===== src/design/bal_map.svh =====
`ifndef BAL_MAP_SVH
`define BAL_MAP_SVH
`define BAL_WORK_RESET      8'h00
`define BAL_AUX_RESET       8'h00
`define BAL_LOW_FIX         8'h06
`define BAL_HIGH_FIX        8'h60
`define BAL_DIGIT_MAX       4'h9
`define BAL_BCD_MAX         9'h099
`define BAL_BYTE_MAX        16'h00ff
`define BAL_DIV_STEPS       4'h8
`endif


===== src/design/bal_pkg.sv =====
package bal_pkg;
	typedef enum logic [3:0]
	{
		BAL_OP_NONE  = 4'h0,
		BAL_OP_ADD   = 4'h1,
		BAL_OP_ADD_CARRY = 4'h2,
		BAL_OP_SUB   = 4'h3,
		BAL_OP_PROD  = 4'h4,
		BAL_OP_DIV   = 4'h5,
		BAL_OP_BCD   = 4'h6,
		BAL_OP_ROR   = 4'h7,
		BAL_OP_ROL   = 4'h8,
		BAL_OP_CMP   = 4'h9,
		BAL_OP_LOAD  = 4'ha
	} bal_op_e;
	typedef enum logic [1:0]
	{
		BAL_ST_IDLE = 2'b00,
		BAL_ST_DIV  = 2'b01,
		BAL_ST_DONE = 2'b11
	} bal_state_e;
endpackage


===== src/design/bal_divider.sv =====
`timescale 1ns/1ps
`default_nettype none
`include "bal_map.svh"
// Restoring divider: one quotient bit per cycle, eight cycles per division.
module bal_divider
(
	// Clock and reset.
	input  wire logic       clock,
	input  wire logic       rst,
	// Request.
	input  wire logic       start,
	input  wire logic [7:0] dividend,
	input  wire logic [7:0] divisor,
	// Answer.
	output logic            done,
	output logic      [7:0] quotient,
	output logic      [7:0] remainder
);
	logic [3:0] steps;
	logic [7:0] dvs;
	logic       busy;
	logic [8:0] trial;

	always_comb
	begin
		trial = {remainder, quotient[7]} - {1'b0, dvs};
	end

	always_ff @(posedge clock)
	begin
		if (rst)
		begin
			busy      <= 1'b0;
			done      <= 1'b0;
			steps     <= 4'h0;
			dvs       <= 8'h00;
			quotient  <= 8'h00;
			remainder <= 8'h00;
		end
		else
		begin
			done <= 1'b0;
			if (start)
			begin
				busy      <= 1'b1;
				steps     <= `BAL_DIV_STEPS;
				dvs       <= divisor;
				quotient  <= dividend;
				remainder <= 8'h00;
			end
			else if (busy)
			begin
				if (trial[8])
				begin
					remainder <= {remainder[6:0], quotient[7]};
					quotient  <= {quotient[6:0], 1'b0};
				end
				else
				begin
					remainder <= trial[7:0];
					quotient  <= {quotient[6:0], 1'b1};
				end
				steps <= steps - 4'h1;
				if (steps == 4'h1)
				begin
					busy <= 1'b0;
					done <= 1'b1;
				end
			end
		end
	end
endmodule
`default_nettype wire


===== src/design/bal_alu.sv =====
// What this block does
// - Plain add puts work register plus source back into the work register.
// - Add with carry adds source and carry flag to the work register.
// - Both adds set carry on carry out of bit 7, else clear.
// - Both adds set signed wrap to carry out of bit 6 xor bit 7.
// - Both adds set nibble carry on carry out of bit 3.
// - Subtract with borrow takes source and carry from the work register.
// - Subtract sets carry when bit 7 needs a borrow.
// - Subtract sets signed wrap when exactly one of bits 6, 7 borrows.
// - Subtract sets nibble carry when bit 3 needs a borrow.
// - Multiply work by auxiliary unsigned; low byte to work, high to auxiliary.
// - Multiply clears carry; signed wrap set when product exceeds 255.
// - Divide unsigned: quotient to work, remainder to auxiliary (both kept if divisor is zero), carry cleared.
// - Divide clears signed wrap unless divisor is zero, which sets it.
// - Decimal fix adds 06h if nibble carry set or low digit above 9.
// - Decimal fix then adds 60h if carry was set or low fix applied.
// - Decimal fix sets carry when the result exceeds 99h, else clears.
// - Rotate right through carry: old carry to bit 7, bit 0 to carry.
// - Rotate left through carry: old carry to bit 0, bit 7 to carry.
// - Compare branches when operands differ, falls through when equal.
// - Compare sets carry when source exceeds destination, else clears.
`timescale 1ns/1ps
`default_nettype none
`include "bal_map.svh"
module bal_alu
(
	// Clock and reset.
	input  wire logic           clock,
	input  wire logic           rst,
	// Operation request from the sequencer.
	input  wire logic           op_valid,
	input  wire bal_pkg::bal_op_e op_code,
	input  wire logic     [7:0] src_operand,
	input  wire logic     [7:0] dst_operand,
	// Direct register loads from the sequencer.
	input  wire logic           load_aux,
	input  wire logic     [7:0] aux_load_value,
	input  wire logic           flag_load,
	input  wire logic     [2:0] flag_load_value,
	// Results.
	output logic                op_ready,
	output logic                op_done,
	output logic          [7:0] work_reg,
	output logic          [7:0] aux_reg,
	output logic                carry_flag,
	output logic                signed_wrap_flag,
	output logic                nibble_carry_flag,
	output logic                branch_taken
);
	////////////////////////////////////////////////////////////////////////////
	bal_pkg::bal_state_e state;
	logic       accept;
	logic       div_start;
	logic       div_done;
	logic [7:0] div_quot;
	logic [7:0] div_rem;
	logic [8:0] sum_lo;
	logic [8:0] sum_mid;
	logic [8:0] add_full;
	logic [4:0] dif_lo;
	logic [7:0] dif_mid;
	logic [8:0] sub_full;
	logic [15:0] product;
	logic       low_fix;
	logic       high_fix;
	logic [8:0] bcd_step1;
	logic [8:0] bcd_step2;
	logic       add_cin;
	logic       sub_bin;
	logic       div_zero;

	// Carry out of bit 6 is bit 7 of a sum over the low seven bits.
	function automatic logic [8:0] bal_add(input logic [7:0] a, input logic [7:0] b,
		input logic c);
		bal_add = {1'b0, a} + {1'b0, b} + {8'h00, c};
	endfunction

	assign op_ready = (state == bal_pkg::BAL_ST_IDLE);
	assign accept   = op_valid && op_ready;
	assign div_start = accept && (op_code == bal_pkg::BAL_OP_DIV);

	////////////////////////////////////////////////////////////////////////////
	always_comb
	begin
		add_cin  = (op_code == bal_pkg::BAL_OP_ADD_CARRY) ? carry_flag : 1'b0;
		sub_bin  = carry_flag;
		add_full = bal_add(work_reg, src_operand, add_cin);
		sum_lo   = bal_add({4'h0, work_reg[3:0]}, {4'h0, src_operand[3:0]}, add_cin);
		sum_mid  = bal_add({1'b0, work_reg[6:0]}, {1'b0, src_operand[6:0]}, add_cin);
		sub_full = {1'b0, work_reg} - {1'b0, src_operand} - {8'h00, sub_bin};
		dif_lo   = {1'b0, work_reg[3:0]} - {1'b0, src_operand[3:0]} - {4'h0, sub_bin};
		dif_mid  = {1'b0, work_reg[6:0]} - {1'b0, src_operand[6:0]} - {7'h00, sub_bin};
		product  = {8'h00, work_reg} * {8'h00, aux_reg};
		low_fix  = nibble_carry_flag || (work_reg[3:0] > `BAL_DIGIT_MAX);
		bcd_step1 = low_fix ? bal_add(work_reg, `BAL_LOW_FIX, 1'b0) : {1'b0, work_reg};
		high_fix = carry_flag || low_fix;
		// The low fix may already carry out of bit 7, so the high fix adds on all nine bits.
		bcd_step2 = high_fix ? (bcd_step1 + {1'b0, `BAL_HIGH_FIX}) : bcd_step1;
	end

	////////////////////////////////////////////////////////////////////////////
	bal_divider i_bal_divider
	(
		.clock     (clock),
		.rst       (rst),
		.start     (div_start),
		.dividend  (work_reg),
		.divisor   (aux_reg),
		.done      (div_done),
		.quotient  (div_quot),
		.remainder (div_rem)
	);

	// A zero divisor is judged when the division starts, so a load of the
	// auxiliary register in that same cycle cannot change the outcome.
	always_ff @(posedge clock)
	begin
		if (rst)
			div_zero <= 1'b0;
		else if (div_start)
			div_zero <= (aux_reg == 8'h00);
	end

	always_ff @(posedge clock)
	begin
		if (rst)
			state <= bal_pkg::BAL_ST_IDLE;
		else
		begin
			unique case (state)
				bal_pkg::BAL_ST_IDLE:
					if (div_start)
						state <= bal_pkg::BAL_ST_DIV;
				bal_pkg::BAL_ST_DIV:
					if (div_done)
						state <= bal_pkg::BAL_ST_DONE;
				bal_pkg::BAL_ST_DONE:
					state <= bal_pkg::BAL_ST_IDLE;
				default:
					state <= bal_pkg::BAL_ST_IDLE;
			endcase
		end
	end

	////////////////////////////////////////////////////////////////////////////
	// Work and auxiliary registers.
	always_ff @(posedge clock)
	begin
		if (rst)
		begin
			work_reg <= `BAL_WORK_RESET;
			aux_reg  <= `BAL_AUX_RESET;
		end
		else if (state == bal_pkg::BAL_ST_DIV && div_done)
		begin
			if (!div_zero)
			begin
				work_reg <= div_quot;
				aux_reg  <= div_rem;
			end
		end
		else
		begin
			if (load_aux && op_ready)
				aux_reg <= aux_load_value;
			if (accept)
			begin
				unique case (op_code)
					bal_pkg::BAL_OP_ADD, bal_pkg::BAL_OP_ADD_CARRY:
						work_reg <= add_full[7:0];
					bal_pkg::BAL_OP_SUB:
						work_reg <= sub_full[7:0];
					bal_pkg::BAL_OP_PROD:
					begin
						work_reg <= product[7:0];
						aux_reg  <= product[15:8];
					end
					bal_pkg::BAL_OP_BCD:
						work_reg <= bcd_step2[7:0];
					bal_pkg::BAL_OP_ROR:
						work_reg <= {carry_flag, work_reg[7:1]};
					bal_pkg::BAL_OP_ROL:
						work_reg <= {work_reg[6:0], carry_flag};
					bal_pkg::BAL_OP_LOAD:
						work_reg <= src_operand;
					default:
						work_reg <= work_reg;
				endcase
			end
		end
	end

	////////////////////////////////////////////////////////////////////////////
	// Status flags; an operation leaves every flag it does not name alone.
	always_ff @(posedge clock)
	begin
		if (rst)
		begin
			carry_flag        <= 1'b0;
			signed_wrap_flag  <= 1'b0;
			nibble_carry_flag <= 1'b0;
		end
		else if (state == bal_pkg::BAL_ST_DIV && div_done)
		begin
			carry_flag       <= 1'b0;
			signed_wrap_flag <= div_zero;
		end
		else if (accept)
		begin
			unique case (op_code)
				bal_pkg::BAL_OP_ADD, bal_pkg::BAL_OP_ADD_CARRY:
				begin
					carry_flag        <= add_full[8];
					signed_wrap_flag  <= add_full[8] ^ sum_mid[7];
					nibble_carry_flag <= sum_lo[4];
				end
				bal_pkg::BAL_OP_SUB:
				begin
					carry_flag        <= sub_full[8];
					signed_wrap_flag  <= sub_full[8] ^ dif_mid[7];
					nibble_carry_flag <= dif_lo[4];
				end
				bal_pkg::BAL_OP_PROD:
				begin
					carry_flag       <= 1'b0;
					signed_wrap_flag <= (product > `BAL_BYTE_MAX);
				end
				bal_pkg::BAL_OP_BCD:
					carry_flag <= bcd_step2[8] || ({1'b0, bcd_step2[7:0]} > `BAL_BCD_MAX);
				bal_pkg::BAL_OP_ROR:
					carry_flag <= work_reg[0];
				bal_pkg::BAL_OP_ROL:
					carry_flag <= work_reg[7];
				bal_pkg::BAL_OP_CMP:
					carry_flag <= (src_operand > dst_operand);
				default:
				begin
					if (flag_load)
					begin
						carry_flag        <= flag_load_value[2];
						signed_wrap_flag  <= flag_load_value[1];
						nibble_carry_flag <= flag_load_value[0];
					end
				end
			endcase
		end
		else if (flag_load && op_ready)
		begin
			carry_flag        <= flag_load_value[2];
			signed_wrap_flag  <= flag_load_value[1];
			nibble_carry_flag <= flag_load_value[0];
		end
	end

	////////////////////////////////////////////////////////////////////////////
	// Completion and branch decision.
	always_ff @(posedge clock)
	begin
		if (rst)
		begin
			op_done      <= 1'b0;
			branch_taken <= 1'b0;
		end
		else
		begin
			op_done      <= (accept && !div_start) || (state == bal_pkg::BAL_ST_DIV && div_done);
			branch_taken <= accept && (op_code == bal_pkg::BAL_OP_CMP)
				&& (src_operand != dst_operand);
		end
	end

	////////////////////////////////////////////////////////////////////////////
	AST_ADD_RESULT: assert property (@(posedge clock) disable iff (rst)
		accept && op_code == bal_pkg::BAL_OP_ADD |=> work_reg == 8'($past(work_reg) + $past(src_operand)))
		else $error("Add result wrong.");
	AST_ADD_CARRY_OUT: assert property (@(posedge clock) disable iff (rst)
		accept && op_code == bal_pkg::BAL_OP_ADD_CARRY |=> carry_flag ==
		((9'($past(work_reg)) + 9'($past(src_operand)) + 9'($past(carry_flag))) > 9'h0ff))
		else $error("Add with carry flag wrong.");
	AST_SUB_BORROW: assert property (@(posedge clock) disable iff (rst)
		accept && op_code == bal_pkg::BAL_OP_SUB |=> carry_flag ==
		(9'($past(src_operand)) + 9'($past(carry_flag)) > 9'($past(work_reg))))
		else $error("Subtract borrow wrong.");
	AST_PROD_WRAP: assert property (@(posedge clock) disable iff (rst)
		accept && op_code == bal_pkg::BAL_OP_PROD |=> !carry_flag && (signed_wrap_flag == (aux_reg != 8'h00)))
		else $error("Multiply flags wrong.");
	AST_DIV_FINISH: assert property (@(posedge clock) disable iff (rst)
		div_start |-> ##[9:10] op_done)
		else $error("Divide did not finish in time.");
	AST_DIV_ZERO: assert property (@(posedge clock) disable iff (rst)
		div_start && aux_reg == 8'h00 |-> ##10 signed_wrap_flag && !carry_flag)
		else $error("Divide by zero flag wrong.");
	AST_ROR_CARRY: assert property (@(posedge clock) disable iff (rst)
		accept && op_code == bal_pkg::BAL_OP_ROR |=> carry_flag == $past(work_reg[0])
		&& work_reg[7] == $past(carry_flag))
		else $error("Rotate right wrong.");
	AST_CMP_BRANCH: assert property (@(posedge clock) disable iff (rst)
		accept && op_code == bal_pkg::BAL_OP_CMP |=> branch_taken == ($past(src_operand) != $past(dst_operand)))
		else $error("Compare branch wrong.");
	AST_ROT_KEEP: assert property (@(posedge clock) disable iff (rst)
		accept && op_code == bal_pkg::BAL_OP_ROL && !flag_load |=> $stable(nibble_carry_flag) && $stable(signed_wrap_flag))
		else $error("Untouched flag changed.");
endmodule
`default_nettype wire


===== config.mk =====
export PLATFORM = sky130hd
export DESIGN_NAME = bal_alu
export DESIGN_NICKNAME = d
export VERILOG_FILES = /design/src/design/bal_pkg.sv /design/src/design/bal_divider.sv /design/src/design/bal_alu.sv
export VERILOG_INCLUDE_DIRS = /design/src /design/src/design
export SDC_FILE = /design/constraint.sdc
export NUM_CORES = 1
export LEC_CHECK = 0
export BUFFER_PORTS_ARGS = -buffer_cell sky130_fd_sc_hd__clkbuf_2
export CORE_ASPECT_RATIO = 1.2
export CORE_UTILIZATION = 56
export CTS_BUF_LIST = sky130_fd_sc_hd__clkbuf_4 sky130_fd_sc_hd__clkbuf_8 sky130_fd_sc_hd__clkbuf_16
export DETAILED_ROUTE_END_ITERATION = 8
export MAX_ROUTING_LAYER = met4
export PLACE_DENSITY = 0.78
export SYNTH_ARGS = -nofsm -noshare
export SYNTH_HDL_FRONTEND = slang
export SYNTH_SLANG_ARGS = --single-unit

===== constraint.sdc =====
create_clock -name clock -period 5 [get_ports clock]
set_input_delay 0.5 -clock clock [delete_from_list [all_inputs] [get_ports clock]]
set_output_delay 0.5 -clock clock [all_outputs]
set_load 0.02 [all_outputs]

# Word level (Yosys, flattened, before mapping)
# Index checks and enable logic that the tools add are counted.
word_totals:
  reg_bits: 54
  inputBits: 36
  word_cells: 131
classes:
  add_sub_neg: 16
  multipliers: 1
  n_lt_le_gt_ge: 4
  eq_ne: 21
  muxes: 38
  bitwise: 4
  n_reduce_logical: 31
ops:
  columns: ["cell", "n"]
  rows:
  - ["8-bit 2-to-1 mux", 11]
  - ["8-bit case mux with 7 select lines", 1]
  - ["9-bit 2-to-1 mux", 2]
  - ["4-bit by 3-bit equality test with 1-bit output, second input constant", 4]
  - ["16-bit by 8-bit > comparator with 1-bit output, second input constant", 1]
  - ["8-bit by 8-bit multiplier with 16-bit output", 1]
  - ["1-bit 2-to-1 mux", 16]
  - ["4-bit equality test, second input constant", 3]
  - ["8-bit by 3-bit adder with 9-bit output, second input constant", 1]
  - ["8-bit by 8-bit adder with 9-bit output", 1]
  - ["9-bit by 1-bit adder with 9-bit output", 1]
  - ["9-bit by 7-bit adder with 9-bit output, second input constant", 1]
  - ["9-bit by 2-bit != test with 1-bit output, second input constant", 1]
  - ["8-bit by 8-bit subtractor with 9-bit output", 1]
  - ["9-bit by 1-bit subtractor with 9-bit output", 1]
  - ["9-bit by 8-bit subtractor with 9-bit output", 1]
  - ["7-bit by 7-bit adder with 8-bit output", 1]
  - ["8-bit by 1-bit adder with 8-bit output", 1]
  - ["4-bit by 1-bit equality test with 1-bit output, second input constant", 2]
  - ["4-bit by 2-bit equality test with 1-bit output, second input constant", 2]
  - ["8-bit > comparator", 1]
  - ["8-bit > comparator, second input constant", 1]
  - ["1-bit logical AND", 8]
  - ["8-bit logical NOT", 1]
  - ["other kinds (36)", 51]

# Longest topological paths before layout
# Gate-level depths: netlist (run 1).
logic_depth:
  ltp_word: 9
  depth_mapped: 20
  depth_no_buf: 18

# Hierarchy
# A second synthesis (run 1) with hierarchy kept.
unflattened:
  hier_cells: 920
  area_unflattened_um2: 7304.5
modules_own_cells:
  columns: ["module", "instances", "cells_each", "area_per_inst_um2", "seq_area_each_um2"]
  rows:
  - ["bal_alu", 1, 723, 5664.2, 480.5]
  - ["bal_divider", 1, 197, 1640.3, 600.6]

# Worst setup path after synthesis (run 1)
# Ideal clock, no wire load.
synth_timing:
  path_type: "reg-to-reg"
  from: "reg work_reg[1]"
  to: "reg signed_wrap_flag"
  arrival_ns: 5.133
  setup_slack_ns: -0.268
  stages_incl_launch_ff: 20
  n_path_buf: 2
  synth_period_minus_slack_ns: 5.268
  path_cell_list: "dfxtp_1 clkbuf_1 clkbuf_1 nand2_1 fa_1 fa_1 inv_1 fa_1 inv_1 fa_1 inv_1 ha_1 nor4_1 o21ai_1 o311a_2 o21ai_2 xnor2_1 or4_1 nor4_2 o221ai_1"
synth_via:
  elab_chain_len: 6
  word_cells_on_any_way: 15
  classes_between: "add/sub: 8; mul: 1; order compare: 1; mux: 3; bitwise: 2"
synth_lines:
  columns: ["item", "line_no", "text"]
  rows:
  - ["start, declared", "bal_alu.sv:43", "output logic [7:0] work_reg,"]
  - ["start signal, assigned", "bal_alu.sv:151", "work_reg <= `BAL_WORK_RESET;"]
  - ["start signal, assigned", "bal_alu.sv:158", "work_reg <= div_quot;"]
  - ["start signal, assigned", "bal_alu.sv:170", "work_reg <= add_full[7:0];"]
  - ["parallel branches: the longest is 3 deep, another holds 8-bit by 8-bit multiplier with 16-bit output", null, null]
  - ["1-bit case mux with 4 select lines *", "bal_alu.sv:210", "unique case (op_code)"]
  - ["1-bit 2-to-1 mux *", "bal_alu.sv:208", "else if (accept)"]
  - ["1-bit 2-to-1 mux *", "bal_alu.sv:203", "else if (state == bal_pkg::BAL_ST_DIV && div_done)"]
  - ["end signal, assigned", "bal_alu.sv:206", "signed_wrap_flag <= div_zero;"]
  - ["end signal, assigned", "bal_alu.sv:214", "signed_wrap_flag <= add_full[8] ^ sum_mid[7];"]
  - ["end signal, assigned", "bal_alu.sv:220", "signed_wrap_flag <= sub_full[8] ^ dif_mid[7];"]
  - ["end, declared", "bal_alu.sv:46", "output logic signed_wrap_flag,"]
# Every way passes the cells marked *.
# A chain may end at the register's enable or synchronous reset.

# Final worst setup path (run 1)
layout_timing:
  from: "reg work_reg[0]"
  to: "reg signed_wrap_flag"
# The elaborated chain is that of the path after synthesis.

==> run metrics, run 1 <==
final hold violation count 0; Global Route Usage Sum 29.45%; # setup viols final 0; antenna diode count 0; synth-to-layout area growth 8.834%; Routed WL 18380 um; Max Slew Vio Count 0; Die Y 124.0 um; IO Port Bufs 57; Final nets 1063; leading area contributor after synthesis dfxtp_1; Crit. End Element flip-flop; num ports 58; Worst EP arrival 4.89 ns; first-pass GRT wire length 29440 um; Worst Skew 0.007604 ns; Hold WS 0.4552 ns; via count 6432; Crit Path Class flip-flop to flip-flop; CTS sink cnt 54; syn nets 1032; CTS Buf Count 5; htree depth 2; antenna violations before repair 0; cell area after synthesis 6940 sq um; vias in the first global route 6048; Main synth FF type dfxtp_1; top cells by area, synth dfxtp_1 (16%), ha_1 (14%), fa_1 (12%); Worst Hold Class flip-flop to flip-flop; Power Density 179.8 nW/um^2; gpl congestion 0.9668; largest net degree at the start of global routing 45; WP data required 5.16 ns; antenna-violating nets left 0; row count 44; VDD IR max 0.1675 mV; full die area 12840 sq um; routed length per instance 17.16 um; CTS tree done; Clock Tree Root clkbuf_16; mean post-synth cell area 7.905 sq um; initial DRC count 465; Tmin final 4.731 ns; CP startpoint kind flip-flop; core area 12110 sq um; leak pwr 3.406 nW; Die Wd 103.6 um; fin crit share 94.61%; FMAX 211.4 MHz; Synth Register Bits 54; outcome finished clean; Max Cap Viol 0; total gr overflow 0; Least-Margin Pin Slew 1.100 ns; Setup TNS 0 ns; RSZ-0062 raised after global routing no; post-synthesis cell count 878; CP Max Fanout 5; Seq/Total Area, Yosys 15.58%; fraction of synthesis flops using an asynchronous set or reset pin 0%; Clk Latency, worst-skew pair 0.30 ns; Clock transition at path regs 0.07 ns; Pre-antenna DRT Iters 6; Initial Utilization 57.30%; Post-synth EDFFs 0; # Post-CTS Setup Buffers 0; share of layout cells above drive strength 1 13.52%; Post-route DRC 0; post-synth cell types 74; dpl hpwl 14360 um; Slew HR 26.58%; Synth top area share 15.58%; CTS Buffer Depth 2; Ys Warns 0; Vias/cell 6.006
worst max-delay path, stage by stage (launching register included):
cell	delay, ns
dfxtp_1	0.37
nand2_1	0.09
fa_1	0.51
fa_1	0.56
inv_1	0.06
fa_1	0.53
inv_1	0.05
fa_1	0.53
inv_1	0.04
ha_1	0.26
nor4_2	0.28
o21ai_1	0.10
o311a_2	0.17
o21ai_2	0.08
xnor2_1	0.09
or4_1	0.54
nor4_2	0.17
o221ai_1	0.16
logic make-up after synthesis:
group / synth area share (%)
fa+ha+maj: 25.71
flops: 15.58
mux: 4.471
xor+xnor: 5.282
buf+inv: 8.473
simple gates: 19.69
compound gates: 20.80
path summary, 6_finish.rpt:
check                           depth (start not counted)  slack (ns)            startpoint              endpoint
worst max-delay path                                   17        0.27           work_reg[0]      signed_wrap_flag
worst min register to register                          2        0.46  i_bal_divider.dvs[7]  i_bal_divider.dvs[7]
worst max register to register                         17        0.27           work_reg[0]      signed_wrap_flag
worst min-delay path                                    2        0.46  i_bal_divider.dvs[7]  i_bal_divider.dvs[7]
report_power, final:
group / internal, mW / switching (mW)
logic: 0.208 / 0.310
clock network: 0.192 / 0.173
registers: 0.448 / 0.0279
Yosys cell counts, drive strengths merged (7+ instances only):
cell type	number
inv	101
ha	77
nand2	68
nor2	62
a21oi	57
dfxtp	54
and2	47
fa	41
o21ai	41
clkbuf	40
a211oi	35
xnor2	34
mux2i	31
nor3	20
nand3	13
buf	12
nor2b	12
nor4	10
nand2b	9
o211ai	9
xor2	7
stage by stage:
stage                     setup slack (ns)  utilization (%)  power [mW]  cells  cell area (sq um)
after floorplan                   0.002168                -      0.8487    878               6952
after global placement              0.2806            60.81      0.9861   1063               7365
after detailed placement            0.1441            60.81      0.9897   1063               7365
after CTS                           0.1159            62.08       1.353   1071               7518
after global routing               0.06304            62.37       1.429   1071               7553
final                               0.2694            62.37       1.358   1071               7553
layer usage:
metal	GRT usage [%]	wire length [um]
met1	34.70	7495
met2	51.85	9111
met3	2.773	1066
met4	12.68	707
met5	-	0
placed cells by master (no fill, tap or decap), types with 7 or more instances in the layout:
cell	n
o211ai_1	9
inv_1	100
o21ai_0	34
and2_1	47
nor2_1	61
a21oi_1	54
nor2b_1	12
dfxtp_1	44
ha_1	76
xnor2_1	34
a211oi_1	33
nor4_1	7
nand2b_1	8
dfxtp_2	10
nor3_1	19
buf_4	19
nand2_1	68
mux2i_1	31
fa_1	41
clkbuf_2	57
nand3_1	13
cell type report:
type,count,area (sq um)
Clock buffer,5,125.1
Fill cell,1083,4558
Clock inverter,3,28.78
Sequential cell,54,1094
Multi-Input combinational cell,671,5298
Tap cell,161,201.4
Timing Repair Buffer,76,427.9
Inverter,101,379.1
timing repair:
item / 4_1_cts / 5_1_grt
gates resized for setup: 0 / 14
setup endpoints to repair: 0 / 5
hold buffers: 0 / 0
(Power assumes the default switching activity.)
==> run 2, diff against run 1 <==
PLACE_DENSITY = 0.76   (was 0.78)
==> run 2 against run 1 <==
Effect of this change:
- clock power is 3% lower
- sequential power about the same
- routed wire length up 0.22%
- clock-buffer cell count is 1 higher
- total power fell by 0.29%
- hold slack worse by 0.0013 ns
- largest cell class unchanged
==> run metrics, run 2 (synthesized netlist as in run 1, its figures left out) <==
Hold WS 0.4540 ns (-0.001262 ns); Crit Path Class flip-flop to flip-flop; outcome finished clean; Worst Reg-to-Reg Cells 16 (-1); Slowest cell on crit path fa_1; initial DRC count 403 (-13%); CTS sink cnt 54 (unchanged); antenna violations before repair 0 (unchanged); crit-path cells and2_1 > fa_1 > fa_1 > fa_1 > inv_1 > fa_1 > inv_1 > ha_2 > o21a_1 > nor2_1 > a2111oi_2 > o21ai_1 > a21oi_2 > xnor2_1 > a211oi_1 > a211oi_1; Worst Hold Depth 2 (unchanged); met3 Use GR 2.459% (-0.31 points); Final Total Pwr 1.354 mW (-0.29%); routed length per instance 17.18 um (+0.13%); synth-to-layout area growth 8.852% (about the same); Crit. End Element flip-flop; Layout Cells excl Fill 1072 (+0.093%); Worst Hold Class flip-flop to flip-flop; Flop pwr share 35.2% (+0.2 points); num ports 58 (unchanged); RSZ-0062 raised after global routing no; Routed WL 18420 um (+0.22%); WP data required 5.18 ns (+0.02 ns); Die Y 124.0 um (unchanged); Worst Skew 0.006306 ns (-0.001298 ns); met1 Resource Use GR 35.03% (+0.32 points); Pre-antenna DRT Iters 9 (+3); share of layout cells above drive strength 1 13.28% (-0.23 points); IO Port Bufs 57 (unchanged); Max Slew Vio Count 0 (unchanged); final core utilization 62.38% (about the same); Setup TNS 0 ns (unchanged); Max Cap Viol 0 (unchanged); Post-route DRC 0 (unchanged); via count 6385 (-0.73%); GR peak layer met2; # setup viols final 0 (unchanged); total gr overflow 0 (unchanged); FMAX 207.2 MHz (-2.0%); VDD IR max 0.2050 mV (+22%); sw frac 36.40% (-1.1 points); Least-Margin Pin Slew 1.118 ns (+0.01770 ns); core area 12110 sq um (unchanged); Reg2Reg Setup Slack 0.17 ns (-0.10 ns); CP startpoint kind flip-flop; met2 Use GR 52.89% (+1.0 points); Final Instance Area 7555 sq um (about the same); cts hold-fix bufs 0 (unchanged); clock share of power 26.2% (-0.7 points); Vias/cell 5.956 (-0.82%); dpl hpwl 14340 um (-0.13%); CTS tree done; Initial Utilization 57.30% (unchanged); leak pwr 3.407 nW (about the same); htree depth 2 (unchanged); antenna-violating nets left 0 (unchanged); Clock transition at path regs 0.07 ns (about the same); Most common cell on crit path fa_1; Crit path largest cell delay 0.56 ns (about the same); gpl congestion 0.9724 (+0.58%); Worst EP arrival 5.01 ns (+0.12 ns); cell internal pwr 861.4 uW (+1.5%); Inst Count DP 1063 (unchanged); CP Max Fanout 9 (+4); commonest non-fill, non-tap cell in the layout inv_1; Final nets 1064 (+0.094%); Logic pwr share 38.7% (+0.6 points); row count 44 (unchanged); Placed Area 7365 sq um (unchanged); fin crit share 96.54% (+1.9 points); pre-CTS setup slack 0.1389 ns (-0.005219 ns); Global Route Usage Sum 29.51% (+0.061 points); full die area 12840 sq um (unchanged); leading cell types in the layout, fill and taps excluded inv_1 (100), ha_1 (76), nand2_1 (68); Sw Pwr 492.9 uW (-3.3%); largest net degree at the start of global routing 45 (unchanged); Tmin final 4.827 ns (+0.09617 ns); antenna diode count 0 (unchanged); first-pass GRT wire length 29680 um (+0.84%); Clock Tree Root clkbuf_16; Final WS setup 0.1732 ns (-0.09617 ns); Die Wd 103.6 um (unchanged); vias in the first global route 6072 (+0.40%); Power Density 179.3 nW/um^2 (-0.31%); final hold violation count 0 (unchanged); CTS Buf Count 5 (unchanged); Slew HR 25.40% (-1.2 points); Clk Latency, worst-skew pair 0.29 ns (about the same); CTS Buffer Depth 2 (unchanged)
==> run 2: critical path, delay by kind of cell (launching register included) <==
family,cells,cell delay [ns]
AOI/OAI and AO/OA,6,1.07
DFF,1,0.48
buffers and inverters,2,0.11
and+or+nand+nor,2,0.38
adders and majority gates,5,2.29
xor gates and xnor gates,1,0.39
==> run 2: what timing repair did <==
| item | CTS | global route |
|---|---|---|
| gates resized for setup | 0 | 12 |
| setup buffers | 0 | 1 |
| endpoints found under the setup margin | 0 | 4 |
==> run 2: final timing paths <==
check,start,endpoint
hold / removal,i_bal_divider.dvs[6],i_bal_divider.dvs[6]
setup / recovery,aux_reg[2],aux_reg[7]
setup reg to reg,aux_reg[2],aux_reg[7]
hold reg to reg,i_bal_divider.dvs[6],i_bal_divider.dvs[6]
==> run 2: area by class of cell <==
type | instances | area, sq um
multi-input combinational | 671 | 5290
timing repair buffer | 77 | 435.4
tap | 161 | 201.4
sequential | 54 | 1094
clock buffer | 6 | 138.9
clock inverter | 2 | 16.27
fill | 1131 | 4557
inverter | 101 | 379.1
==> run 2: power by group through the flow <==
stage / Combinational, mW / Sequential (mW) / Clock, mW
2_1_floorplan: 0.363 / 0.486 / 0
3_3_place_gp: 0.504 / 0.483 / 0
3_5_place_dp: 0.508 / 0.484 / 0
4_1_cts: 0.514 / 0.474 / 0.361
5_1_grt: 0.579 / 0.478 / 0.377
6_report: 0.524 / 0.476 / 0.354
==> run 2: per-layer routing <==
metal  wire length [um]  vias up  share of wire (%)
li1                   -     3102                  -
met1               7728     3029                 42
met2               9249      221                 50
met3                836       33                4.5
met4                607        0                3.3
met5                  0        -                  0
